==> src/arf_params.svh <==
/*
 * Constants of the ADC result formatter: register offsets, field positions,
 * reset values and the bus address width.
 * Assumes it is included by its bare name from every file that needs it.
 */
`ifndef ARF_PARAMS_SVH
`define ARF_PARAMS_SVH

// Bus address width in bits.
`define ARF_ADDR_W      8
// Byte offsets of the three registers.
`define ARF_OFF_CTRL    8'h00
`define ARF_OFF_RESH    8'h04
`define ARF_OFF_RESL    8'h08
// Field positions in the control register.
`define ARF_CTRL_EN     0
`define ARF_CTRL_GO     1
`define ARF_CTRL_FMT    7
// Reset value of the control byte.
`define ARF_CTRL_RST    8'h00
// Width of the conversion result.
`define ARF_RES_W       10

`endif

==> src/arf_pkg.sv <==
/*
 * Types shared by the ADC result formatter files.
 * Assumes arf_params.svh is available on the include path.
 */
package arf_pkg;
    // Justification of the result in the two result registers.
    typedef enum logic {
        ARF_FMT_LEFT  = 1'b0,
        ARF_FMT_RIGHT = 1'b1
    } arf_fmt_t;

    // AXI response codes.
    typedef enum logic [1:0] {
        ARF_RESP_OKAY   = 2'h0,
        ARF_RESP_SLVERR = 2'h2
    } arf_resp_t;
endpackage

==> src/arf_fmt.sv <==
/*
 * Result justifier: spreads a 10-bit conversion result over a high and a
 * low byte, left or right justified, with the unused bits forced to zero.
 * Assumes the caller registers the two bytes; the module is pure logic.
 */
`timescale 1ns/1ps
`default_nettype none
module arf_fmt
    import arf_pkg::*;
(
    input  wire logic [9:0]        value,
    input  wire arf_pkg::arf_fmt_t fmt,
    output logic [7:0]             res_hi,
    output logic [7:0]             res_lo
);
    // Places the result bits according to the selected justification.
    always_comb begin
        if (fmt == ARF_FMT_LEFT) begin
            res_hi = value[9:2];
            res_lo = {value[1:0], 6'h00};
        end else begin
            res_hi = {6'h00, value[9:8]};
            res_lo = value[7:0];
        end
    end
endmodule
`default_nettype wire

==> src/arf_axil.sv <==
/*
 * AXI4-Lite slave front end: takes write address and data in either order,
 * issues one write strobe and one read strobe to the register file, and
 * returns responses from registers.
 * Assumes one clock, synchronous active-low reset, and a register file that
 * answers reads and address checks combinationally in the same cycle.
 */
`timescale 1ns/1ps
`default_nettype none
module arf_axil
    import arf_pkg::*;
#(
    parameter int AW = 8
) (
    input  wire logic          core_clk,
    input  wire logic          rst_n,
    input  wire logic [AW-1:0] s_axi_awaddr,
    input  wire logic          s_axi_awvalid,
    output logic               s_axi_awready,
    input  wire logic [31:0]   s_axi_wdata,
    input  wire logic [3:0]    s_axi_wstrb,
    input  wire logic          s_axi_wvalid,
    output logic               s_axi_wready,
    output logic [1:0]         s_axi_bresp,
    output logic               s_axi_bvalid,
    input  wire logic          s_axi_bready,
    input  wire logic [AW-1:0] s_axi_araddr,
    input  wire logic          s_axi_arvalid,
    output logic               s_axi_arready,
    output logic [31:0]        s_axi_rdata,
    output logic [1:0]         s_axi_rresp,
    output logic               s_axi_rvalid,
    input  wire logic          s_axi_rready,
    output logic               wr_go,
    output logic [AW-1:0]      wr_addr,
    output logic [31:0]        wr_data,
    output logic [3:0]         wr_strb,
    input  wire logic          wr_ok,
    output logic               rd_go,
    output logic [AW-1:0]      rd_addr,
    input  wire logic [31:0]   rd_data,
    input  wire logic          rd_ok
);
    logic          aw_full_q, aw_full_d, w_full_q, w_full_d;
    logic          awrdy_q, awrdy_d, wrdy_q, wrdy_d, arrdy_q, arrdy_d;
    logic          bvalid_q, bvalid_d, rvalid_q, rvalid_d;
    logic [1:0]    bresp_q, bresp_d, rresp_q, rresp_d;
    logic [AW-1:0] awaddr_q, awaddr_d;
    logic [31:0]   wdata_q, wdata_d, rdata_q, rdata_d;
    logic [3:0]    wstrb_q, wstrb_d;

    // The write executes once both halves are held and no response waits.
    assign wr_go   = aw_full_q & w_full_q & ~bvalid_q;
    assign wr_addr = awaddr_q;
    assign wr_data = wdata_q;
    assign wr_strb = wstrb_q;
    assign rd_go   = s_axi_arvalid & arrdy_q;
    assign rd_addr = s_axi_araddr;

    // Next state of both channels; ready flags are precomputed into flops.
    always_comb begin
        aw_full_d = aw_full_q;
        w_full_d  = w_full_q;
        awaddr_d  = awaddr_q;
        wdata_d   = wdata_q;
        wstrb_d   = wstrb_q;
        bvalid_d  = bvalid_q;
        bresp_d   = bresp_q;
        rvalid_d  = rvalid_q;
        rresp_d   = rresp_q;
        rdata_d   = rdata_q;
        if (s_axi_awvalid && awrdy_q) begin
            aw_full_d = 1'b1;
            awaddr_d  = s_axi_awaddr;
        end
        if (s_axi_wvalid && wrdy_q) begin
            w_full_d = 1'b1;
            wdata_d  = s_axi_wdata;
            wstrb_d  = s_axi_wstrb;
        end
        if (bvalid_q && s_axi_bready) begin
            bvalid_d = 1'b0;
        end
        if (wr_go) begin
            aw_full_d = 1'b0;
            w_full_d  = 1'b0;
            bvalid_d  = 1'b1;
            bresp_d   = wr_ok ? ARF_RESP_OKAY : ARF_RESP_SLVERR;
        end
        if (rvalid_q && s_axi_rready) begin
            rvalid_d = 1'b0;
        end
        if (rd_go) begin
            rvalid_d = 1'b1;
            rdata_d  = rd_ok ? rd_data : 32'h0000_0000;
            rresp_d  = rd_ok ? ARF_RESP_OKAY : ARF_RESP_SLVERR;
        end
        awrdy_d = ~aw_full_d & ~bvalid_d;
        wrdy_d  = ~w_full_d & ~bvalid_d;
        arrdy_d = ~rvalid_d;
    end

    // Registers the channel state.
    always_ff @(posedge core_clk) begin
        if (!rst_n) begin
            aw_full_q <= 1'b0;
            w_full_q  <= 1'b0;
            awrdy_q   <= 1'b0;
            wrdy_q    <= 1'b0;
            arrdy_q   <= 1'b0;
            bvalid_q  <= 1'b0;
            rvalid_q  <= 1'b0;
            bresp_q   <= 2'h0;
            rresp_q   <= 2'h0;
            awaddr_q  <= '0;
            wdata_q   <= 32'h0000_0000;
            wstrb_q   <= 4'h0;
            rdata_q   <= 32'h0000_0000;
        end else begin
            aw_full_q <= aw_full_d;
            w_full_q  <= w_full_d;
            awrdy_q   <= awrdy_d;
            wrdy_q    <= wrdy_d;
            arrdy_q   <= arrdy_d;
            bvalid_q  <= bvalid_d;
            rvalid_q  <= rvalid_d;
            bresp_q   <= bresp_d;
            rresp_q   <= rresp_d;
            awaddr_q  <= awaddr_d;
            wdata_q   <= wdata_d;
            wstrb_q   <= wstrb_d;
            rdata_q   <= rdata_d;
        end
    end

    assign s_axi_awready = awrdy_q;
    assign s_axi_wready  = wrdy_q;
    assign s_axi_arready = arrdy_q;
    assign s_axi_bvalid  = bvalid_q;
    assign s_axi_bresp   = bresp_q;
    assign s_axi_rvalid  = rvalid_q;
    assign s_axi_rresp   = rresp_q;
    assign s_axi_rdata   = rdata_q;
endmodule
`default_nettype wire

==> src/arf_top.sv <==
/*
 * ADC result formatter: control register with enable, conversion status
 * and format select, plus the two result registers, on AXI4-Lite.
 * Assumes a converter front end on the same clock that takes conv_start
 * and answers with conv_done and conv_value; the software allows the
 * acquisition interval before it starts a conversion.
 */
// The address map and the AXI4-Lite register port were decided locally.
`timescale 1ns/1ps
`default_nettype none
`include "arf_params.svh"
module arf_top
    import arf_pkg::*;
#(
    parameter int AW = `ARF_ADDR_W
) (
    input  wire logic          core_clk,
    input  wire logic          rst_n,
    input  wire logic [AW-1:0] s_axi_awaddr,
    input  wire logic          s_axi_awvalid,
    output logic               s_axi_awready,
    input  wire logic [31:0]   s_axi_wdata,
    input  wire logic [3:0]    s_axi_wstrb,
    input  wire logic          s_axi_wvalid,
    output logic               s_axi_wready,
    output logic [1:0]         s_axi_bresp,
    output logic               s_axi_bvalid,
    input  wire logic          s_axi_bready,
    input  wire logic [AW-1:0] s_axi_araddr,
    input  wire logic          s_axi_arvalid,
    output logic               s_axi_arready,
    output logic [31:0]        s_axi_rdata,
    output logic [1:0]         s_axi_rresp,
    output logic               s_axi_rvalid,
    input  wire logic          s_axi_rready,
    output logic               conv_start,
    output logic               conv_enable,
    input  wire logic          conv_done,
    input  wire logic [9:0]    conv_value
);
    logic          wr_go, wr_ok, rd_go, rd_ok;
    logic [AW-1:0] wr_addr, rd_addr;
    logic [31:0]   wr_data, rd_data;
    logic [3:0]    wr_strb;
    logic          en_q, en_d, go_q, go_d, start_q, start_d;
    arf_fmt_t      fmt_q, fmt_d;
    logic [7:0]    res_hi_q, res_hi_d, res_lo_q, res_lo_d;
    logic [7:0]    fmt_hi, fmt_lo;
    logic          load, wr_ctrl, wr_hi, wr_lo, go_set;

    // Bus front end.
    arf_axil #(
        .AW(AW)
    ) u_axil (
        .core_clk      (core_clk),
        .rst_n         (rst_n),
        .s_axi_awaddr  (s_axi_awaddr),
        .s_axi_awvalid (s_axi_awvalid),
        .s_axi_awready (s_axi_awready),
        .s_axi_wdata   (s_axi_wdata),
        .s_axi_wstrb   (s_axi_wstrb),
        .s_axi_wvalid  (s_axi_wvalid),
        .s_axi_wready  (s_axi_wready),
        .s_axi_bresp   (s_axi_bresp),
        .s_axi_bvalid  (s_axi_bvalid),
        .s_axi_bready  (s_axi_bready),
        .s_axi_araddr  (s_axi_araddr),
        .s_axi_arvalid (s_axi_arvalid),
        .s_axi_arready (s_axi_arready),
        .s_axi_rdata   (s_axi_rdata),
        .s_axi_rresp   (s_axi_rresp),
        .s_axi_rvalid  (s_axi_rvalid),
        .s_axi_rready  (s_axi_rready),
        .wr_go         (wr_go),
        .wr_addr       (wr_addr),
        .wr_data       (wr_data),
        .wr_strb       (wr_strb),
        .wr_ok         (wr_ok),
        .rd_go         (rd_go),
        .rd_addr       (rd_addr),
        .rd_data       (rd_data),
        .rd_ok         (rd_ok)
    );

    // Justifies the incoming result with the format selected right now.
    arf_fmt u_fmt (
        .value  (conv_value),
        .fmt    (fmt_q),
        .res_hi (fmt_hi),
        .res_lo (fmt_lo)
    );

    // Address decode; all registers sit in byte lane 0.
    assign wr_ok   = (wr_addr == AW'(`ARF_OFF_CTRL)) || (wr_addr == AW'(`ARF_OFF_RESH))
                     || (wr_addr == AW'(`ARF_OFF_RESL));
    assign rd_ok   = (rd_addr == AW'(`ARF_OFF_CTRL)) || (rd_addr == AW'(`ARF_OFF_RESH))
                     || (rd_addr == AW'(`ARF_OFF_RESL));
    assign wr_ctrl = wr_go && wr_strb[0] && (wr_addr == AW'(`ARF_OFF_CTRL));
    assign wr_hi   = wr_go && wr_strb[0] && (wr_addr == AW'(`ARF_OFF_RESH));
    assign wr_lo   = wr_go && wr_strb[0] && (wr_addr == AW'(`ARF_OFF_RESL));

    // A conversion counts only while one is in progress.
    assign load   = go_q && conv_done;
    assign go_set = wr_ctrl && wr_data[`ARF_CTRL_GO] && wr_data[`ARF_CTRL_EN];

    // Read data multiplexer; unused upper bits read as zero.
    always_comb begin
        rd_data = 32'h0000_0000;
        case (rd_addr)
            AW'(`ARF_OFF_CTRL): begin
                rd_data[`ARF_CTRL_EN]  = en_q;
                rd_data[`ARF_CTRL_GO]  = go_q;
                rd_data[`ARF_CTRL_FMT] = fmt_q;
            end
            AW'(`ARF_OFF_RESH): begin
                rd_data[7:0] = res_hi_q;
            end
            AW'(`ARF_OFF_RESL): begin
                rd_data[7:0] = res_lo_q;
            end
            default: begin
                rd_data = 32'h0000_0000;
            end
        endcase
    end

    // Next values of control state. A start written in the same cycle as
    // a completion wins, so a back-to-back restart is not lost.
    always_comb begin
        en_d    = en_q;
        fmt_d   = fmt_q;
        go_d    = go_q;
        start_d = 1'b0;
        if (load) begin
            go_d = 1'b0;
        end
        if (wr_ctrl) begin
            en_d  = wr_data[`ARF_CTRL_EN];
            fmt_d = arf_fmt_t'(wr_data[`ARF_CTRL_FMT]);
            if (!wr_data[`ARF_CTRL_EN] || (!wr_data[`ARF_CTRL_GO] && !load)) begin
                go_d = 1'b0;
            end
        end
        if (go_set) begin
            go_d    = 1'b1;
            start_d = 1'b1;
        end
    end

    // Next values of the result bytes. A completion overrides a software
    // write in the same cycle so that no result is dropped.
    always_comb begin
        res_hi_d = res_hi_q;
        res_lo_d = res_lo_q;
        if (wr_hi) begin
            res_hi_d = wr_data[7:0];
        end
        if (wr_lo) begin
            res_lo_d = wr_data[7:0];
        end
        if (load) begin
            res_hi_d = fmt_hi;
            res_lo_d = fmt_lo;
        end
    end

    // Registers control state under the ordinary reset.
    always_ff @(posedge core_clk) begin
        if (!rst_n) begin
            en_q    <= 1'(`ARF_CTRL_RST >> `ARF_CTRL_EN);
            go_q    <= 1'b0;
            fmt_q   <= ARF_FMT_LEFT;
            start_q <= 1'b0;
        end else begin
            en_q    <= en_d;
            go_q    <= go_d;
            fmt_q   <= fmt_d;
            start_q <= start_d;
        end
    end

    // Result bytes have no reset: power-up value is unknown and an
    // ordinary reset leaves them alone.
    always_ff @(posedge core_clk) begin
        res_hi_q <= res_hi_d;
        res_lo_q <= res_lo_d;
    end

    assign conv_start  = start_q;
    assign conv_enable = en_q;
endmodule
`default_nettype wire

==> config.mk <==
export PLATFORM = sky130hd
export DESIGN_NAME = arf_top
export DESIGN_NICKNAME = d
export VERILOG_FILES = /design/src/arf_pkg.sv /design/src/arf_fmt.sv /design/src/arf_axil.sv /design/src/arf_top.sv
export VERILOG_INCLUDE_DIRS = /design/src /design/src/src
export SDC_FILE = /design/constraint.sdc
export NUM_CORES = 1
export LEC_CHECK = 0
export BUFFER_PORTS_ARGS = -buffer_cell sky130_fd_sc_hd__buf_2
export CELL_PAD_IN_SITES_DETAIL_PLACEMENT = 0
export CELL_PAD_IN_SITES_GLOBAL_PLACEMENT = 1
export CORE_AREA = 4 4 88 90
export DETAILED_ROUTE_END_ITERATION = 12
export DIE_AREA = 0 0 92 94
export GPL_TIMING_DRIVEN = 0
export PLACE_DENSITY_LB_ADDON = 0.1
export SYNTH_ARGS = -nofsm -noshare
export SYNTH_HDL_FRONTEND = slang
export SYNTH_SLANG_ARGS = --single-unit
==> constraint.sdc <==
create_clock -name core_clk -period 5.2 [get_ports core_clk]
set_input_delay 0.26 -clock core_clk [delete_from_list [all_inputs] [get_ports core_clk]]
set_output_delay 0.26 -clock core_clk [all_outputs]
set_load 0.02 [all_outputs]
=== Word level (Yosys, flattened, before mapping) ===
Index checks and enable logic that the tools add are counted.

* Equality and inequality tests: 4
* Mux-type cells: 25
* Bitwise gates (word level): 10
* Reductions and logical operators: 24

{| class="wikitable"
|+ Operator list
! kind !! count
|-
| 2-to-1 mux 8 bit || 7
|-
| equality test 8 x 3 -> 1 bit, second input constant || 2
|-
| equality test 8 x 4 -> 1 bit, second input constant || 2
|-
| zero test 8 bit || 2
|-
| 2-to-1 mux 1 bit || 13
|-
| logical AND 1 bit || 12
|-
| one-hot mux 5 bit (2 select lines) || 1
|-
| one-hot mux 2 bit (3 select lines) || 1
|-
| bitwise AND 1 bit || 5
|-
| logical OR 1 bit || 5
|-
| NOT 1 bit || 5
|-
| 2-to-1 mux 2 bit || 2
|-
| nonzero test 2 bit || 2
|-
| zero test 1 bit || 3
|-
| one-hot mux 1 bit (3 select lines) || 1
|}

* Register bits after elaboration: 80
* Bits of input ports: 70
* Output and inout bits: 43
* Word-level logic and storage cells: 82

=== Depth between registers and ports, before layout ===
* Depth in word-level cells: 7
* Gate-level depth with buffers: 4
* Depth with buffers taken out: 3

=== Hierarchy ===
From an unflattened synthesis, not the netlist that was laid out.

* Cell total of the unflattened synthesis: 510
* Area, all modules: 4596.9 µm²

{| class="wikitable"
|+ Modules (own cells, without submodules)
! module !! instances !! cells each !! area an instance (µm²) !! seq. area each (µm²)
|-
| arf_axil || 1 || 375 || 3384.5 || 1701.6
|-
| arf_top || 1 || 117 || 1054.8 || 560.5
|-
| arf_fmt || 1 || 18 || 157.7 || 0.0
|}

=== Least setup slack after synthesis ===
Ideal clock, no wire load.

* Kind: register to register
* Start: register u_axil.awaddr_q[7], in the netlist u_axil.wr_addr[7]
* End: register res_hi_q[0], enable pin
* Setup time: 384 ps
* Arrival: 1492 ps
* Data required time: 4816 ps
* Path slack: 3324 ps
* Stages on the path, launching flop included: 4
* Path buffers: 0
* Clock period less this slack: 1876 ps
* Path through: dfxtp_1 > nor4_1 > nand4_1 > o21ai_0

* Word-level cells in the longest chain between the ends: 3

{| class="wikitable"
|+ RTL lines
! element !! line !! RTL
|-
| start, declared || arf_axil.sv:48 || <nowiki>logic [AW-1:0] awaddr_q, awaddr_d;</nowiki>
|-
| start signal, assigned || arf_axil.sv:129 || <nowiki>awaddr_q <= awaddr_d;</nowiki>
|-
| equality test 8 x 3 -> 1 bit || arf_top.sv:99 || <nowiki>assign wr_hi = wr_go && wr_strb[0] && (wr_addr == AW'(`ARF_OFF_RESH));</nowiki>
|-
| logical AND 1 bit || arf_top.sv:99 ||
|-
| nonzero test 2 bit (no line) || - ||
|-
| end signal, assigned || arf_top.sv:185 || <nowiki>res_hi_q <= res_hi_d;</nowiki>
|-
| end, declared || arf_top.sv:47 || <nowiki>logic [7:0] res_hi_q, res_hi_d, res_lo_q, res_lo_d;</nowiki>
|}

No other way between the ends.
A chain may end at the register's enable or synchronous reset.

=== Worst setup path in the final report ===
* Start: register u_axil.awaddr_q[7], in the netlist u_axil.wr_addr[7]
* End: register res_lo_q[0], enable pin

* Word-level cells in the longest chain between the ends: 3

{| class="wikitable"
|+ RTL lines
! element !! line !! RTL
|-
| equality test 8 x 4 -> 1 bit || arf_top.sv:100 || <nowiki>assign wr_lo = wr_go && wr_strb[0] && (wr_addr == AW'(`ARF_OFF_RESL));</nowiki>
|-
| logical AND 1 bit || arf_top.sv:100 ||
|-
| nonzero test 2 bit (no line) || - ||
|-
| end signal, assigned || arf_top.sv:186 || <nowiki>res_lo_q <= res_lo_d;</nowiki>
|-
| end, declared || arf_top.sv:47 ||
|}

No other way between the ends.

==> flow_summary.toml <==
[clock_network]
h-tree-depth = 2
cts_buffers = 5
clk_path_buf_depth = 2
clk_pin_slew_ns = 0.09
cts_tree = "built"
cts.sinks = 54
postCtsHoldBufs = 0
cts_resized = 0
post_cts_buffers = 0
clock_latency_ns = 0.30
clockRootBuffer = "clkbuf_8"

[outcome]
outcome = "completed"

[pwr]
p_leak_nw = 1.28
power_frac_clock_pct = 29.0
finalPower_mw = 0.784
internal-power_mw = 0.583
p_switching_mw = 0.200
switching_share_pct = 25.6
pwr-share-seq_pct = 57.7
vdd_drop_max_v = 0.000127
combPwrFrac_pct = 13.3
powerDensity_mw_per_mm2 = 255

[global_route]
grt_pass1_vias = 1877
antenna_found_initial = 0
grtUsageTotal_pct = 13.2
grt_max_degree = 17
grt_pass1_wl_um = 9030
grt_overflow_total = 0

[routing]
wire_per_inst_um = 12.1
viasPerCell = 4.35
wirelength_um = 5530
ant_nets = 0
drc = 0
vias = 1990
dr.first_iter.drc_count = 44
first_pass_iters = 4

[synth]
yosysSeqAreaShare_pct = 50.1
syn_inst = 266
synthMuxAreaShare_pct = 4.19
ys_seq_elements = 54
synth_compound_area_share_pct = 14.7
synth_adder_area_share_pct = 0
synth_xor_area_share_pct = 0
synth_cell_type_count = 34
yosys_warnings = 0
yosys.area_share.simple_pct = 20.5
postSynthAreaPerCell_um2 = 9.31
synth_top_family_by_area = "simple AND/OR/NAND/NOR gates"
syn_area_mm2 = 0.00248

[job]
drv_cap = 0

[worst_setup_path]
cp_max_fo = 8
cp.required_ns = 5.12
cp-end-kind = "flip-flop"
critPathLaunchType = "flip-flop"
crit_cells = 3
critical_path.top_delay_family = "compound AO/OA/AOI/OAI gates"
crit_buf_inv = 0
r2r_cells = 3
slowest_delay_ns = 0.92
slowest_stage = "o21ai_0"
critPathKind = "reg2reg"
cp_cell_sequence = "nor4_1 > nand4_1 > o21ai_0"
critPathArrivalTime_ns = 2.25

[die]
die_y_um = 94
ios = 113
die_w_um = 92
start_util_pct = 35.1
rows = 31
core_mm2 = 0.00706
dieArea_mm2 = 0.00865

[placed_design]
dpl.hpwl_um = 4500
place_congestion = 0.777
dp.cells = 449
dpl_worst_slack_ns = 2.88
placed_cell_area_mm2 = 0.00299
portBuffers = 59

[sta]
fin_hold_ws_ns = 0.187
period_needed_ns = 2.33
fmax_mhz = 429
slew_viol_final = 0
hold_viol_final = 0
slew_headroom_pct = 24.9
worst_slew_pin_slew_ns = 1.11
period_share_pct = 44.8
setup_ws_ns = 2.87
grt_setup_unrepaired = "false"
clock_skew_ns = 0.00317
finalSetupViolCount = 0
setup_tns_ns = 0

[layout]
layout.cells.non_filler = 457
antenna_cells = 0
utilization_pct = 43.5
drive_gt1_share_pct = 27.9
fillers = 757
design_area_mm2 = 0.00307
final_nets = 427
area_growth_pct = 24.1

[min_path]
hp-class = "in2reg"
holdPathStages = 3
## cells by family after synthesis
group	Yosys count
compound gates	56
flops	54
simple gates	103
buf+inv	42
mux	10
other cells	1
## final cells by class
cell class | instances | area, um^2 | area share [%]
buffer | 40 | 249 | 8.10
clock buffer | 7 | 76.3 | 2.48
clock inverter | 1 | 7.51 | 0.244
inverter | 2 | 7.51 | 0.244
multi-input combinational | 195 | 1070 | 34.9
sequential | 54 | 1240 | 40.4
tap | 99 | 124 | 4.03
timing repair buffer | 59 | 295 | 9.61
## metal layers
layer	share of wire [%]	wire length, um	track usage, %	vias up
met4	1.2	67	4.08	0
met2	47	2610	22.0	50
met5	0	0	0	-
li1	-	-	-	1060
met1	46	2570	17.0	874
met3	5.3	291	3.21	6
## path summary, 6_finish.rpt
kind,slack (ns),end,start
setup / recovery,2.87,res_lo_q[0],u_axil.wr_addr[7]
hold / removal,0.19,u_axil.wr_addr[5],s_axi_awaddr[5]
setup reg to reg,2.87,res_lo_q[0],u_axil.wr_addr[7]
hold reg to reg,0.46,u_axil.s_axi_rdata[4],u_axil.s_axi_rdata[4]
## sequential cells by signal, indices dropped and copies added (netlist names), 8 cells and up
register,count
res_hi_q,8
res_lo_q,8
u_axil.s_axi_rdata,8
u_axil.wr_addr,8
u_axil.wr_data,8
## synthesized netlist by cell type, drive strengths merged
cell type  number  area [um^2]
mux2i           7         70.1
or4             1         7.51
dfxtp          38          761
conb            1         3.75
nor2b           1         6.26
buf            27          200
nand3           2         10.0
edfxtp         16          480
nor4            1         6.26
nand2          59          221
o21ai          10         50.1
a22o            8         70.1
nand3b         12         90.1
nand4           2         12.5
a21oi          25          125
nor3            3         15.0
and3            2         12.5
nor2            7         26.3
clkbuf         13         48.8
and2            2         12.5
a222oi          3         30.0
a211o           6         57.6
inv             2         7.51
mux2            3         33.8
nand2b          6         37.5
and4            1         8.76
a211oi          3         22.5
nand4bb         1         11.3
and3b           1         8.76
o211a           1         10.0
nor3b           2         20.0
## layout by cell type (no fill, tap or decap), types with 7 or more instances in the layout
cell,count
a21oi_1,25
a22o_1,8
buf_2,60
buf_4,26
clkbuf_1,15
conb_1,26
dfxtp_1,38
edfxtp_1,16
mux2i_1,7
nand2_1,59
nand3b_1,12
nor2_1,7
o21ai_0,10
## worst register-to-register path: stages, from the launching register on
cell     delay [ns]
dfxtp_1        0.32
nor4_1         0.50
nand4_1        0.22
o21ai_0        0.92
## power groups by stage
stage                     logic, mW  registers (mW)  clock network, mW
after global routing          0.117           0.454              0.252
after floorplan              0.0683           0.464                  0
final                         0.105           0.452              0.227
after global placement        0.104           0.462                  0
after detailed placement      0.105           0.462                  0
after CTS                     0.105           0.452              0.236
(Power assumes the default switching activity.)
